### src/rtl/pisl_pkg.sv
package pisl_pkg;

  // ****************************************
  // Register map
  // ****************************************
  localparam logic [7:0] PISL_ADDR_SYS = 8'h1a;
  localparam logic [7:0] PISL_ADDR_UV = 8'h1c;
  localparam logic [7:0] PISL_ADDR_OC = 8'h1d;
  localparam logic [7:0] PISL_ADDR_PIN = 8'h1e;
  localparam logic [7:0] PISL_ADDR_MASK = 8'h20;

  localparam logic [15:0] PISL_STATUS_RESET = 16'h0000;
  localparam logic [15:0] PISL_READ_ZERO = 16'h0000;

  // ****************************************
  // Field positions
  // ****************************************
  localparam int PISL_SYS_SUPPLY_BIT = 3;
  localparam int PISL_SYS_TEMP115_BIT = 2;
  localparam int PISL_SYS_TEMP140_BIT = 1;
  localparam int PISL_SYS_WDOG_BIT = 0;
  localparam int PISL_SYS_W = 4;
  localparam int PISL_UV_LDO_LSB = 8;
  localparam int PISL_UV_LDO_W = 4;
  localparam int PISL_UV_DC_LSB = 0;
  localparam int PISL_UV_DC_W = 6;
  localparam int PISL_OC_LS_BIT = 15;
  localparam int PISL_PIN_W = 13;

  // Mask bits and their reset value
  localparam int PISL_MASK_OC_BIT = 13;
  localparam int PISL_MASK_UV_BIT = 12;
  localparam int PISL_MASK_PIN_BIT = 6;
  localparam int PISL_MASK_SYS_BIT = 0;
  localparam logic [15:0] PISL_MASK_RESET = 16'h3041;
  localparam logic [15:0] PISL_MASK_USED = 16'h3041;

  // Fixed-trigger sources: 4 system, 6 converters, 4 linear regulators, 1 switch
  localparam int PISL_FIX_W = 15;

endpackage

### src/rtl/pisl_status_latches.sv
`timescale 1ns/1ps
// Summary of operation
// - Supply below shutdown threshold sets system status bit 3.
// - Die temperature above 115 degrees sets system status bit 2.
// - Die temperature above 140 degrees sets bit 1, independent of bit 2.
// - Watchdog expiry sets system status bit 0.
// - Linear regulators four to one flag under-voltage in bits 11 to 8.
// - Converters six to one flag under-voltage in bits 5 to 0.
// - Limit-switch overcurrent rising edge sets overcurrent status bit 15.
// - Thirteen pin event flags in bits 12 to 0, trigger chosen per pin.
// - Fixed flags set only on rising source edges, never by steady level.
// - Flags hold until their word is read; the read clears them.
// - Group mask bits reset to one; zero lets group drive interrupt.
module pisl_status_latches
  import pisl_pkg::*;
(
  // Clock and reset
  input wire logic clk_in,
  input wire logic srst_in,
  // Register port
  input wire logic [7:0] reg_addr_in,
  input wire logic reg_rd_in,
  input wire logic reg_wr_in,
  input wire logic [15:0] reg_wdata_in,
  output logic [15:0] reg_rdata_out,
  output logic reg_rvalid_out,
  // Analog fault sources, asynchronous levels
  input wire logic supply_low_in,
  input wire logic temp_over115_in,
  input wire logic temp_over140_in,
  input wire logic watchdog_expired_in,
  input wire logic [PISL_UV_LDO_W-1:0] linear_reg_low_in,
  input wire logic [PISL_UV_DC_W-1:0] converter_low_in,
  input wire logic limit_switch_oc_in,
  // Per-pin triggers from edge selection logic, same clock
  input wire logic [PISL_PIN_W-1:0] pin_trigger_in,
  // Interrupt
  output logic irq_out
);

  // ****************************************
  // Source synchronisers and edge detect
  // ****************************************
  logic [PISL_FIX_W-1:0] src_raw;
  logic [PISL_FIX_W-1:0] sync1_reg;
  logic [PISL_FIX_W-1:0] sync2_reg;
  logic [PISL_FIX_W-1:0] prev_reg;
  logic [PISL_FIX_W-1:0] rise;

  assign src_raw = {limit_switch_oc_in, linear_reg_low_in, converter_low_in,
                    supply_low_in, temp_over115_in, temp_over140_in,
                    watchdog_expired_in};

  always_ff @(posedge clk_in) begin
    if (srst_in) begin
      sync1_reg <= '0;
      sync2_reg <= '0;
      prev_reg <= '0;
    end else begin
      sync1_reg <= src_raw;
      sync2_reg <= sync1_reg;
      prev_reg <= sync2_reg;
    end
  end

  // Steady level after a clear cannot set again
  assign rise = sync2_reg & ~prev_reg;

  // ****************************************
  // Read decode and clear strobes
  // ****************************************
  logic rd_sys;
  logic rd_uv;
  logic rd_oc;
  logic rd_pin;

  assign rd_sys = reg_rd_in && (reg_addr_in == PISL_ADDR_SYS);
  assign rd_uv = reg_rd_in && (reg_addr_in == PISL_ADDR_UV);
  assign rd_oc = reg_rd_in && (reg_addr_in == PISL_ADDR_OC);
  assign rd_pin = reg_rd_in && (reg_addr_in == PISL_ADDR_PIN);

  // ****************************************
  // Flag latches
  // ****************************************
  logic [PISL_SYS_W-1:0] sys_flag_reg;
  logic [PISL_SYS_W-1:0] sys_flag_next;
  logic [PISL_UV_LDO_W-1:0] ldo_flag_reg;
  logic [PISL_UV_LDO_W-1:0] ldo_flag_next;
  logic [PISL_UV_DC_W-1:0] dc_flag_reg;
  logic [PISL_UV_DC_W-1:0] dc_flag_next;
  logic oc_flag_reg;
  logic oc_flag_next;
  logic [PISL_PIN_W-1:0] pin_flag_reg;
  logic [PISL_PIN_W-1:0] pin_flag_next;
  logic [PISL_SYS_W-1:0] sys_rise;
  logic [PISL_UV_DC_W-1:0] dc_rise;
  logic [PISL_UV_LDO_W-1:0] ldo_rise;

  // Source order: watchdog, 140, 115, supply, converters, regulators, switch
  assign sys_rise = rise[PISL_SYS_W-1:0];
  assign dc_rise = rise[PISL_SYS_W +: PISL_UV_DC_W];
  assign ldo_rise = rise[PISL_SYS_W+PISL_UV_DC_W +: PISL_UV_LDO_W];

  // Set wins over the clearing read so no event is lost
  assign sys_flag_next = (sys_flag_reg & {PISL_SYS_W{~rd_sys}}) | sys_rise;
  assign ldo_flag_next = (ldo_flag_reg & {PISL_UV_LDO_W{~rd_uv}}) | ldo_rise;
  assign dc_flag_next = (dc_flag_reg & {PISL_UV_DC_W{~rd_uv}}) | dc_rise;
  assign oc_flag_next = (oc_flag_reg & ~rd_oc) | rise[PISL_FIX_W-1];
  assign pin_flag_next = (pin_flag_reg & {PISL_PIN_W{~rd_pin}}) | pin_trigger_in;

  always_ff @(posedge clk_in) begin
    if (srst_in) begin
      sys_flag_reg <= '0;
      ldo_flag_reg <= '0;
      dc_flag_reg <= '0;
      oc_flag_reg <= 1'b0;
      pin_flag_reg <= '0;
    end else begin
      sys_flag_reg <= sys_flag_next;
      ldo_flag_reg <= ldo_flag_next;
      dc_flag_reg <= dc_flag_next;
      oc_flag_reg <= oc_flag_next;
      pin_flag_reg <= pin_flag_next;
    end
  end

  // ****************************************
  // Status words
  // ****************************************
  logic [15:0] sys_word;
  logic [15:0] uv_word;
  logic [15:0] oc_word;
  logic [15:0] pin_word;

  always_comb begin
    sys_word = PISL_STATUS_RESET;
    uv_word = PISL_STATUS_RESET;
    oc_word = PISL_STATUS_RESET;
    pin_word = PISL_STATUS_RESET;
    sys_word[PISL_SYS_SUPPLY_BIT] = sys_flag_reg[3];
    sys_word[PISL_SYS_TEMP115_BIT] = sys_flag_reg[2];
    sys_word[PISL_SYS_TEMP140_BIT] = sys_flag_reg[1];
    sys_word[PISL_SYS_WDOG_BIT] = sys_flag_reg[0];
    uv_word[PISL_UV_LDO_LSB +: PISL_UV_LDO_W] = ldo_flag_reg;
    uv_word[PISL_UV_DC_LSB +: PISL_UV_DC_W] = dc_flag_reg;
    oc_word[PISL_OC_LS_BIT] = oc_flag_reg;
    pin_word[PISL_PIN_W-1:0] = pin_flag_reg;
  end

  // ****************************************
  // Mask register
  // ****************************************
  logic [15:0] mask_reg;

  always_ff @(posedge clk_in) begin
    if (srst_in) begin
      mask_reg <= PISL_MASK_RESET;
    end else if (reg_wr_in && (reg_addr_in == PISL_ADDR_MASK)) begin
      mask_reg <= reg_wdata_in & PISL_MASK_USED;
    end
  end

  // ****************************************
  // Read data
  // ****************************************
  always_ff @(posedge clk_in) begin
    if (srst_in) begin
      reg_rdata_out <= PISL_READ_ZERO;
      reg_rvalid_out <= 1'b0;
    end else begin
      reg_rvalid_out <= reg_rd_in;
      if (reg_rd_in) begin
        unique case (reg_addr_in)
          PISL_ADDR_SYS: reg_rdata_out <= sys_word;
          PISL_ADDR_UV: reg_rdata_out <= uv_word;
          PISL_ADDR_OC: reg_rdata_out <= oc_word;
          PISL_ADDR_PIN: reg_rdata_out <= pin_word;
          PISL_ADDR_MASK: reg_rdata_out <= mask_reg;
          // Unmapped addresses read as zero
          default: reg_rdata_out <= PISL_READ_ZERO;
        endcase
      end
    end
  end

  // ****************************************
  // Interrupt output
  // ****************************************
  logic irq_next;

  assign irq_next = ((|sys_flag_next) && !mask_reg[PISL_MASK_SYS_BIT]) ||
                    ((|{ldo_flag_next, dc_flag_next}) && !mask_reg[PISL_MASK_UV_BIT]) ||
                    (oc_flag_next && !mask_reg[PISL_MASK_OC_BIT]) ||
                    ((|pin_flag_next) && !mask_reg[PISL_MASK_PIN_BIT]);

  always_ff @(posedge clk_in) begin
    if (srst_in) begin
      irq_out <= 1'b0;
    end else begin
      irq_out <= irq_next;
    end
  end

endmodule

### config.mk
export PLATFORM = sky130hd
export DESIGN_NAME = pisl_status_latches
export DESIGN_NICKNAME = d
export VERILOG_FILES = /design/src/rtl/pisl_pkg.sv /design/src/rtl/pisl_status_latches.sv
export SDC_FILE = /design/constraint.sdc
export NUM_CORES = 1
export LEC_CHECK = 0
export BUFFER_PORTS_ARGS = -buffer_cell sky130_fd_sc_hd__buf_2
export CAP_MARGIN = 20
export CORE_MARGIN = 5
export CORE_UTILIZATION = 30
export DETAILED_ROUTE_END_ITERATION = 8
export GPL_ROUTABILITY_DRIVEN = 0
export GPL_TIMING_DRIVEN = 1
export PLACE_DENSITY = 0.6
export SKIP_LAST_GASP = 1
export SLEW_MARGIN = 5
export SYNTH_ARGS = -nofsm -noshare
export SYNTH_HDL_FRONTEND = slang
export SYNTH_SLANG_ARGS = --single-unit
### constraint.sdc
create_clock -name clk_in -period 3.7 [get_ports clk_in]
set_input_delay 0.185 -clock clk_in [delete_from_list [all_inputs] [get_ports clk_in]]
set_output_delay 0.185 -clock clk_in [all_outputs]
set_load 0.01 [all_outputs]
After elaboration in Yosys (flattened, before gate mapping) --
Cells that the tools add are included.
Cells by class: bitwise logic cells 16, reductions and logical operators 19, multiply operators 0, multiplexer cells 1, $add $sub $neg 0, shift-type cells 0, $lt $le $gt $ge 0, eq/ne operators 5, divide/modulo/power cells 0
Operators with widths (count):
- $pmux 16 s5 | 1
- $eq 8x5->1 const B | 4
- $and 15x15->15 | 1
- $not 15->15 | 1
- $and 13x13->13 | 1
- $or 13x13->13 | 1
- $reduce_or 13->1 | 1
- $reduce_or 10->1 | 1
- $logic_and 1x1->1 | 9
- $and 4x4->4 | 2
- $eq 8x6->1 const B | 1
- $or 4x4->4 | 2
- $and 6x6->6 | 1
- $or 6x6->6 | 1
- $logic_not 1->1 | 4
- $not 1->1 | 4
- $reduce_or 4->1 | 1
- $logic_or 1x1->1 | 3
- $and 1x1->1 | 1
- $or 1x1->1 | 1
Storage, ports and cells: logic and storage cells 53, ROM bits 0, memories kept 0, input bits 56, latch bits 0, register bits 95, bits in writable memories 0

Logic depth before layout (Yosys ltp) --
Gate-level depths: netlist of run 1.
depth after elaboration 10, mapped depth 8, gate-level depth less buffers 5

Worst setup path before layout of run 1 --
OpenSTA, ideal clock, no wires.
path type input -> register, start in reg_addr_in[1], end reg reg_rdata_out[6], data arrival time 1.538 ns, path slack 2.091 ns, buffers on the path 0, stages 5, required time 3.630 ns, cell sequence or4_1 > or4b_1 > nor3_2 > nand2_1 > a21oi_1
Between the ends: longest elaborated chain between the ends 2, elaborated cells between the ends (all ways) 6, those cells by class 5 x eq/ne; 1 x mux
Ends and longest elaborated chain:
- from (decl) | RTL line pisl_status_latches.sv:21 | input wire logic [7:0] reg_addr_in,
- $eq 8x6->1 / $eq 8x5->1 (equally long branches) | RTL line pisl_status_latches.sv:173 | unique case (reg_addr_in)
- $pmux 16 s5 (*) | RTL line pisl_status_latches.sv:173
- to (signal assigned) | RTL line pisl_status_latches.sv:174 | PISL_ADDR_SYS: reg_rdata_out <= sys_word;
- to (signal assigned) | RTL line pisl_status_latches.sv:175 | PISL_ADDR_UV: reg_rdata_out <= uv_word;
- to (signal assigned) | RTL line pisl_status_latches.sv:176 | PISL_ADDR_OC: reg_rdata_out <= oc_word;
- to (decl) | RTL line pisl_status_latches.sv:25 | output logic [15:0] reg_rdata_out,
Mark *: on every way between the ends. The rest lies on a longest branch, timed or not. A chain may end at the register's enable or synchronous reset.

Worst setup path in the final report of run 1 --
start in reg_addr_in[1], end reg irq_out
Between the ends: longest elaborated chain between the ends 10, elaborated cells between the ends (all ways) 32, those cells by class 4 x eq/ne; 14 x bitwise; 14 x reduce/logical
Ends and longest elaborated chain:
- $eq 8x5->1, on equally long branches | RTL line pisl_status_latches.sv:78, pisl_status_latches.sv:77
- $logic_and 1x1->1, on equally long branches | RTL line pisl_status_latches.sv:78, pisl_status_latches.sv:77
- $not 1->1, on equally long branches | RTL line pisl_status_latches.sv:106, pisl_status_latches.sv:107, pisl_status_latches.sv:105
- $and 4x4->4, or another cell as far along | RTL line pisl_status_latches.sv:106 | assign ldo_flag_next = (ldo_flag_reg & {PISL_UV_LDO_W{~rd_uv}}) | ldo_rise;
- $or 4x4->4, or another cell as far along | RTL line pisl_status_latches.sv:106
- $reduce_or 10->1 / $reduce_or 4->1 (equally long branches) | RTL line pisl_status_latches.sv:192, pisl_status_latches.sv:191
- $logic_and 1x1->1, on equally long branches | RTL line pisl_status_latches.sv:192, pisl_status_latches.sv:191
- $logic_or 1x1->1 | RTL line pisl_status_latches.sv:191 | assign irq_next = ((|sys_flag_next) && !mask_reg[PISL_MASK_SYS_BIT]) ||
- $logic_or 1x1->1 | RTL line pisl_status_latches.sv:192 | ((|{ldo_flag_next, dc_flag_next}) && !mask_reg[PISL_MASK_UV_BIT]) ||
- $logic_or 1x1->1 (*) | RTL line pisl_status_latches.sv:193 | (oc_flag_next && !mask_reg[PISL_MASK_OC_BIT]) ||
- to (signal assigned) | RTL line pisl_status_latches.sv:200 | irq_out <= irq_next;
- to (decl) | RTL line pisl_status_latches.sv:38 | output logic irq_out
Marked as above.

==> flow_summary_export.csv, run 1 <==
group,metric,value,unit
synthesis,yosysTopAreaCell,"dfxtp_1",
finish,areaGrowthSynthToFinish,18.5,%
clocking,path_clk_slew,0.10,ns
sta,timing.fmax,453,MHz
sta,fin_setup_tns,0,ns
job,cap_violations,0,
synthesis,synthTopCellsByArea,"dfxtp_1, nor2b_1, a21oi_1",
floorplan,initial_utilization,0.309,
floorplan,core-area,10400,um2
sta,slew_viol_final,0,
routing,ant_nets,0,
synthesis,synth_top_area_share,0.585,
synthesis,syn_area,3220,um2
routing,drt_iter0_drc,155,
place,io_buffers,60,
synthesis,synth_nets,390,
min_path,worstHoldStart,"converter_low_in[5]",
place,dp_hpwl,5090,um
finish,layout-drive-gt1-share,0.201,
sta,worstMarginPinSlew,1.02,ns
synthesis,ys_warn_count,0,
setup_path,start_kind,"primary input",
sta,finalCritPeriodShare,0.597,
setup_path,rr_worst_depth,5,
routing,drc,0,
place,place_ws,1.19,ns
clocking,post-cts-setup-buffer-count,0,
synthesis,synth_edf_count,0,
setup_path,cp.required,3.91,ns
clocking,worstSkewPairLatency,0.36,ns
synthesis,ys_seq_area_frac,0.585,
pwr,p_sw,0.458,mW
setup_path,critPathLaunch,"reg_addr_in[1]",
floorplan,ios,74,
floorplan,dieArea,12900,um2
finish,antennaDiodeCount,0,
synthesis,ys_seq_elements,94,
pwr,seq_power_share,0.590,
global_route,antenna_found_initial,0,
finish,nets,444,
floorplan,die_h,114,um
finish,layout_commonest_cell,"dfxtp_1",
floorplan,core.rowCount,37,
outcome,status,"complete, no violations",
clocking,cts_tree,"done",
clocking,postCtsHoldBufs,0,
sta,timing.hold.ws,0.0325,ns
sta,maxSlewHeadroom,0.321,
routing,vias,2416,
pwr,p_int,1.37,mW
synthesis,syn_avg_cell_area,9.63,um2
sta,setup_violations,0,
setup_path,cp-end-kind,"register",
finish,final_cell_mix,"dfxtp_1, buf_2, nor2b_1, nor2_1, a21oi_1",
sta,rsz0062_at_grt,"false",
global_route,grt_pass1_wl,11500,um
synthesis,ys_types,36,
routing,viasPerCell,4.57,
clocking,post_cts_resized,0,
routing,routed_wl,6810,um
routing,wire_per_inst,12.9,um
min_path,hold_path_end,"sync1_reg[9]",
setup_path,crit_arrival,2.42,ns
pwr,combinationalPowerShare,0.065,
routing,first_pass_iters,5,
clocking,cts_sinks,94,
sta,skew,0.0148,ns
synthesis,synthFlopType,"dfxtp_1",
pwr,peakVddDrop,0.186,mV
floorplan,fp.dieW,114,um
setup_path,crit_fanout,11,
global_route,grtUsageTotal,0.111,
setup_path,crit_type,"primary input to register",
global_route,grt_remaining_overflow,0,
clocking,clockBufferDepth,2,
pwr,p_total,1.82,mW
sta,fin_crit,2.21,ns
clocking,ctsRootBufferMaster,"clkbuf_8",
synthesis,async_flop_share,0,
sta,setup_slack,1.49,ns
setup_path,r2r_end,"irq_out",
sta,final_hold_viol_count,0,
clocking,htree_levels,3,
pwr,p_leak,1.55,nW
pwr,power_density,479,nW/um2
min_path,hp-class,"primary input to register",
global_route,grt_max_degree,62,
min_path,hold-path-cell-count,2,
setup_path,reg2reg_from,"ldo_flag_reg[2]",
setup_path,reg2reg_slack,1.80,ns
pwr,clockPowerShare,0.345,
global_route,grt_pass1_vias,2368,
pwr,switching_share,0.251,
synthesis,postSynthCellCount,334,
clocking,cts_made_buffers,9,
-- logic make-up after synthesis --
logic type	count (synthesis)	synth area share
other	1	0.00117
AOI/OAI and AO/OA	59	0.117
and+or+nand+nor	151	0.253
DFF	94	0.585
muxes	4	0.0124
buffers and inverters	25	0.0307
-- layer usage --
layer,GRT usage,share of wire,up-vias
li1,-,-,1248
met1,0.143,0.47,1089
met4,0.0272,0.0072,0
met3,0.0419,0.074,6
met2,0.175,0.45,73
met5,0,0,-
-- cell usage after synthesis (5+ instances only) --
| master | number |
|---|---|
| nor2b_1 | 46 |
| nor4_1 | 7 |
| nand3_1 | 5 |
| nor2_1 | 40 |
| nand2b_1 | 14 |
| nand2_1 | 17 |
| a222oi_1 | 6 |
| inv_1 | 6 |
| dfxtp_1 | 94 |
| a21oi_1 | 36 |
| clkbuf_1 | 15 |
| nand4_1 | 6 |
-- stage by stage --
stage          std cells  instance area, um2  utilization
2_1_floorplan        334                3220            -
3_3_place_gp         513                3630        0.348
3_5_place_dp         513                3630        0.348
4_1_cts              529                3810        0.366
5_1_grt              529                3810        0.366
6_report             529                3810        0.366
-- final cells by class --
type / count / area, um2
Clock buffer: 9 / 124
Clock inverter: 7 / 61.3
Fill cell: 1088 / 6600
Inverter: 6 / 22.5
Multi-Input combinational cell: 215 / 1240
Sequential cell: 94 / 1880
Tap cell: 136 / 170
Timing Repair Buffer: 62 / 315
-- how the worst max path moves through the flow --
| stage | to | slack [ns] |
|---|---|---|
| 6_report | irq_out | 1.49 |
| 5_1_grt | irq_out | 1.42 |
| 4_1_cts | irq_out | 1.59 |
| 3_5_place_dp | irq_out | 1.19 |
| 3_3_place_gp | irq_out | 1.27 |
| 2_1_floorplan | reg_rdata_out[6] | 2.09 |
-- power groups by stage --
stage / logic, mW / registers, mW / clock network (mW)
finish: 0.119 / 1.08 / 0.630
global route: 0.136 / 1.08 / 0.696
CTS: 0.120 / 1.08 / 0.651
detailed placement: 0.119 / 1.10 / 0
global placement: 0.117 / 1.10 / 0
floorplan: 0.0742 / 1.09 / 0
-- worst max-delay path: stages --
cell	delay (ns)
buf_2	0.11
nor4_1	0.60
nand3_1	0.45
a2111oi_0	0.75
o22a_1	0.24
a21oi_1	0.06
Note: power is estimated with default switching activity, not from simulation.
==> run 2, diff against run 1 <==
- ABC_AREA: default -> 1
- PLACE_DENSITY: 0.6 -> 0.59
- clock period: 3.7 -> 2.05 ns (I/O delays scaled with it)
==> flow_summary_export.csv, run 2 <==
group,metric,value,unit
outcome,status,"complete, no violations",
pwr,p_sw,0.818,mW
floorplan,core-area,11300,um2
setup_path,cp_cell_sequence,"buf_2, inv_1, nand2_2, nor2_1, nand3_1, nand2_1, o21ai_0, nor2_1, nand2_1, o21bai_1, nand3_1, nand2_1, inv_1",
floorplan,die_h,117,um
routing,drt_iter0_drc,84,
pwr,p_leak,2.15,nW
clocking,cts_sinks,94,
min_path,hp-class,"primary input to register",
clocking,ctsRootBufferMaster,"clkbuf_16",
floorplan,initial_utilization,0.302,
global_route,grt_pass1_wl,11800,um
floorplan,dieArea,13600,um2
clocking,cts_made_buffers,9,
global_route,antenna_found_initial,0,
finish,final_cell_area,4330,um2
setup_path,path_common_cell,"nand2_1",
sta,maxSlewHeadroom,0.568,
sta,final_hold_viol_count,0,
setup_path,cp.required,2.27,ns
sta,timing.hold.ws,0.0126,ns
pwr,clockPowerShare,0.427,
pwr,p_int,2.98,mW
sta,worstMarginPinSlew,0.641,ns
synthesis,ys_warn_count,0,
finish,register_area,1880,um2
sta,skew,0.00546,ns
routing,first_pass_iters,5,
synthesis,syn_avg_cell_area,7.43,um2
finish,multiInputGateArea,1180,um2
setup_path,crit_type,"primary input to register",
setup_path,crit_arrival,1.80,ns
sta,slew_viol_final,0,
clocking,cts_tree,"done",
global_route,grtUsageTotal,0.108,
routing,routed_wl,7060,um
finish,layout_commonest_cell,"nand2_1",
setup_path,cp-end-kind,"register",
pwr,power_density,877,nW/um2
routing,vias,2803,
finish,fillers,1226,
sta,finalCritPeriodShare,0.769,
place,io_buffers,60,
synthesis,yosysTopAreaCell,"dfxtp_1",
setup_path,crit_fanout,11,
setup_path,path_buf_inv,3,
finish,nets,593,
setup_path,cp_slowest_cell,"nand3_1",
synthesis,ys_seq_area_frac,0.550,
setup_path,start_kind,"primary input",
clocking,htree_levels,3,
routing,wire_per_inst,10.3,um
global_route,grt_max_degree,29,
pwr,seq_power_share,0.506,
clocking,clockBufferDepth,2,
routing,ant_nets,0,
finish,final_cell_mix,"nand2_1, dfxtp_1, inv_1, nor2_1, buf_2",
synthesis,syn_area,3420,um2
sta,fin_setup_tns,0,ns
synthesis,ys_types,24,
sta,timing.fmax,635,MHz
clocking,path_clk_slew,0.06,ns
synthesis,synth_nets,517,
finish,antennaDiodeCount,0,
setup_path,crit_family,"simple AND/OR/NAND/NOR gates",
synthesis,ys_seq_elements,94,
clocking,post-cts-setup-buffer-count,0,
floorplan,fp.dieW,117,um
floorplan,core.rowCount,39,
synthesis,synth_edf_count,0,
setup_path,worst_path_largest_cell_delay,0.39,ns
sta,setup_slack,0.474,ns
routing,drc,0,
finish,layout-drive-gt1-share,0.175,
clocking,worstSkewPairLatency,0.32,ns
pwr,switching_share,0.215,
sta,setup_violations,0,
sta,fin_crit,1.58,ns
synthesis,synth_top_area_share,0.550,
global_route,grt_remaining_overflow,0,
pwr,peakVddDrop,0.391,mV
synthesis,postSynthCellCount,461,
synthesis,synthTopCellsByArea,"dfxtp_1, nand2_1, inv_1",
synthesis,synthFlopType,"dfxtp_1",
synthesis,yosys-top-cells-count,"nand2_1, dfxtp_1, inv_1, nor2_1, a21oi_1",
routing,viasPerCell,4.09,
finish,areaGrowthSynthToFinish,26.5,%
global_route,grt_pass1_vias,2715,
synthesis,async_flop_share,0,
job,cap_violations,0,
place,place_ws,0.155,ns
place,place_area,3870,um2
sta,rsz0062_at_grt,"false",
pwr,combinationalPowerShare,0.066,
floorplan,ios,74,
place,dp_hpwl,5370,um
synthesis,yosysMostFrequentCell,"nand2_1",
[run 2: cell count changes after synthesis, moves of 6 or more]
cell / change
nand3_1: +19
nor2b_1: -46
nand2_1: +92
nand2b_1: -14
or2_2: +9
nor2_1: +36
a222oi_1: -6
nor4_1: -6
inv_1: +73
[run 2: cell families (layout without fill, tap and decap cells)]
family                 count (synthesis)  count (layout)  synth area share
AOI/OAI and AO/OA                     43              43            0.0665
DFF                                   94              94             0.550
and+or+nand+nor                      228             228             0.277
other                                  1               1           0.00110
buffers and inverters                 95             176             0.106
[run 2: power by group through the flow]
stage	registers (mW)	logic [mW]	clock network [mW]
floorplan	1.96	0.151	0
global placement	1.96	0.225	0
detailed placement	1.96	0.231	0
CTS	1.92	0.256	1.67
global route	1.93	0.293	1.74
finish	1.92	0.251	1.62
[run 2: repair_timing]
action	in CTS	in global routing
endpoints found under the hold margin	16	0
gates resized for setup	0	0
hold buffers	16	0
[run 2: worst reg2reg max path, stage by stage, from the launching register on]
cell	delay, ns
dfxtp_1	0.30
inv_1	0.05
or2_2	0.11
nand2_1	0.05
nor2_1	0.14
nand3_1	0.09
o21bai_1	0.14
nand3_1	0.09
nand2_1	0.06
inv_1	0.04
[run 2: routing by layer]
metal	track usage	wire length, um
met2	0.179	3330
met4	0.0466	123
met5	0	0
met1	0.134	3210
met3	0.0262	405
[run 2: area by class of cell]
cell class                 instances  share of cell area
clock inverter                     6              0.0142
sequential                        94               0.435
multi-input combinational        272               0.272
clock buffer                      10              0.0552
timing repair buffer              80               0.113
tap                              143              0.0413
inverter                          80              0.0693
[run 2: path summary, 6_finish.rpt]
check / from / to / slack, ns / cells past startpoint
max: reg_addr_in[6] / irq_out / 0.47 / 13
max reg2reg: sync2_reg[10] / irq_out / 0.88 / 9
min reg2reg: sync1_reg[10] / sync2_reg[10] / 0.40 / 2
min: reg_wdata_in[12] / mask_reg[12] / 0.01 / 3
[run 2: through the flow]
step / instances / power, mW / util
final: 685 / 3.80 / 0.383
after global routing: 685 / 3.96 / 0.383
after CTS: 685 / 3.85 / 0.383
after detailed placement: 653 / 2.20 / 0.342
after global placement: 653 / 2.19 / 0.342
after floorplan: 461 / 2.11 / -
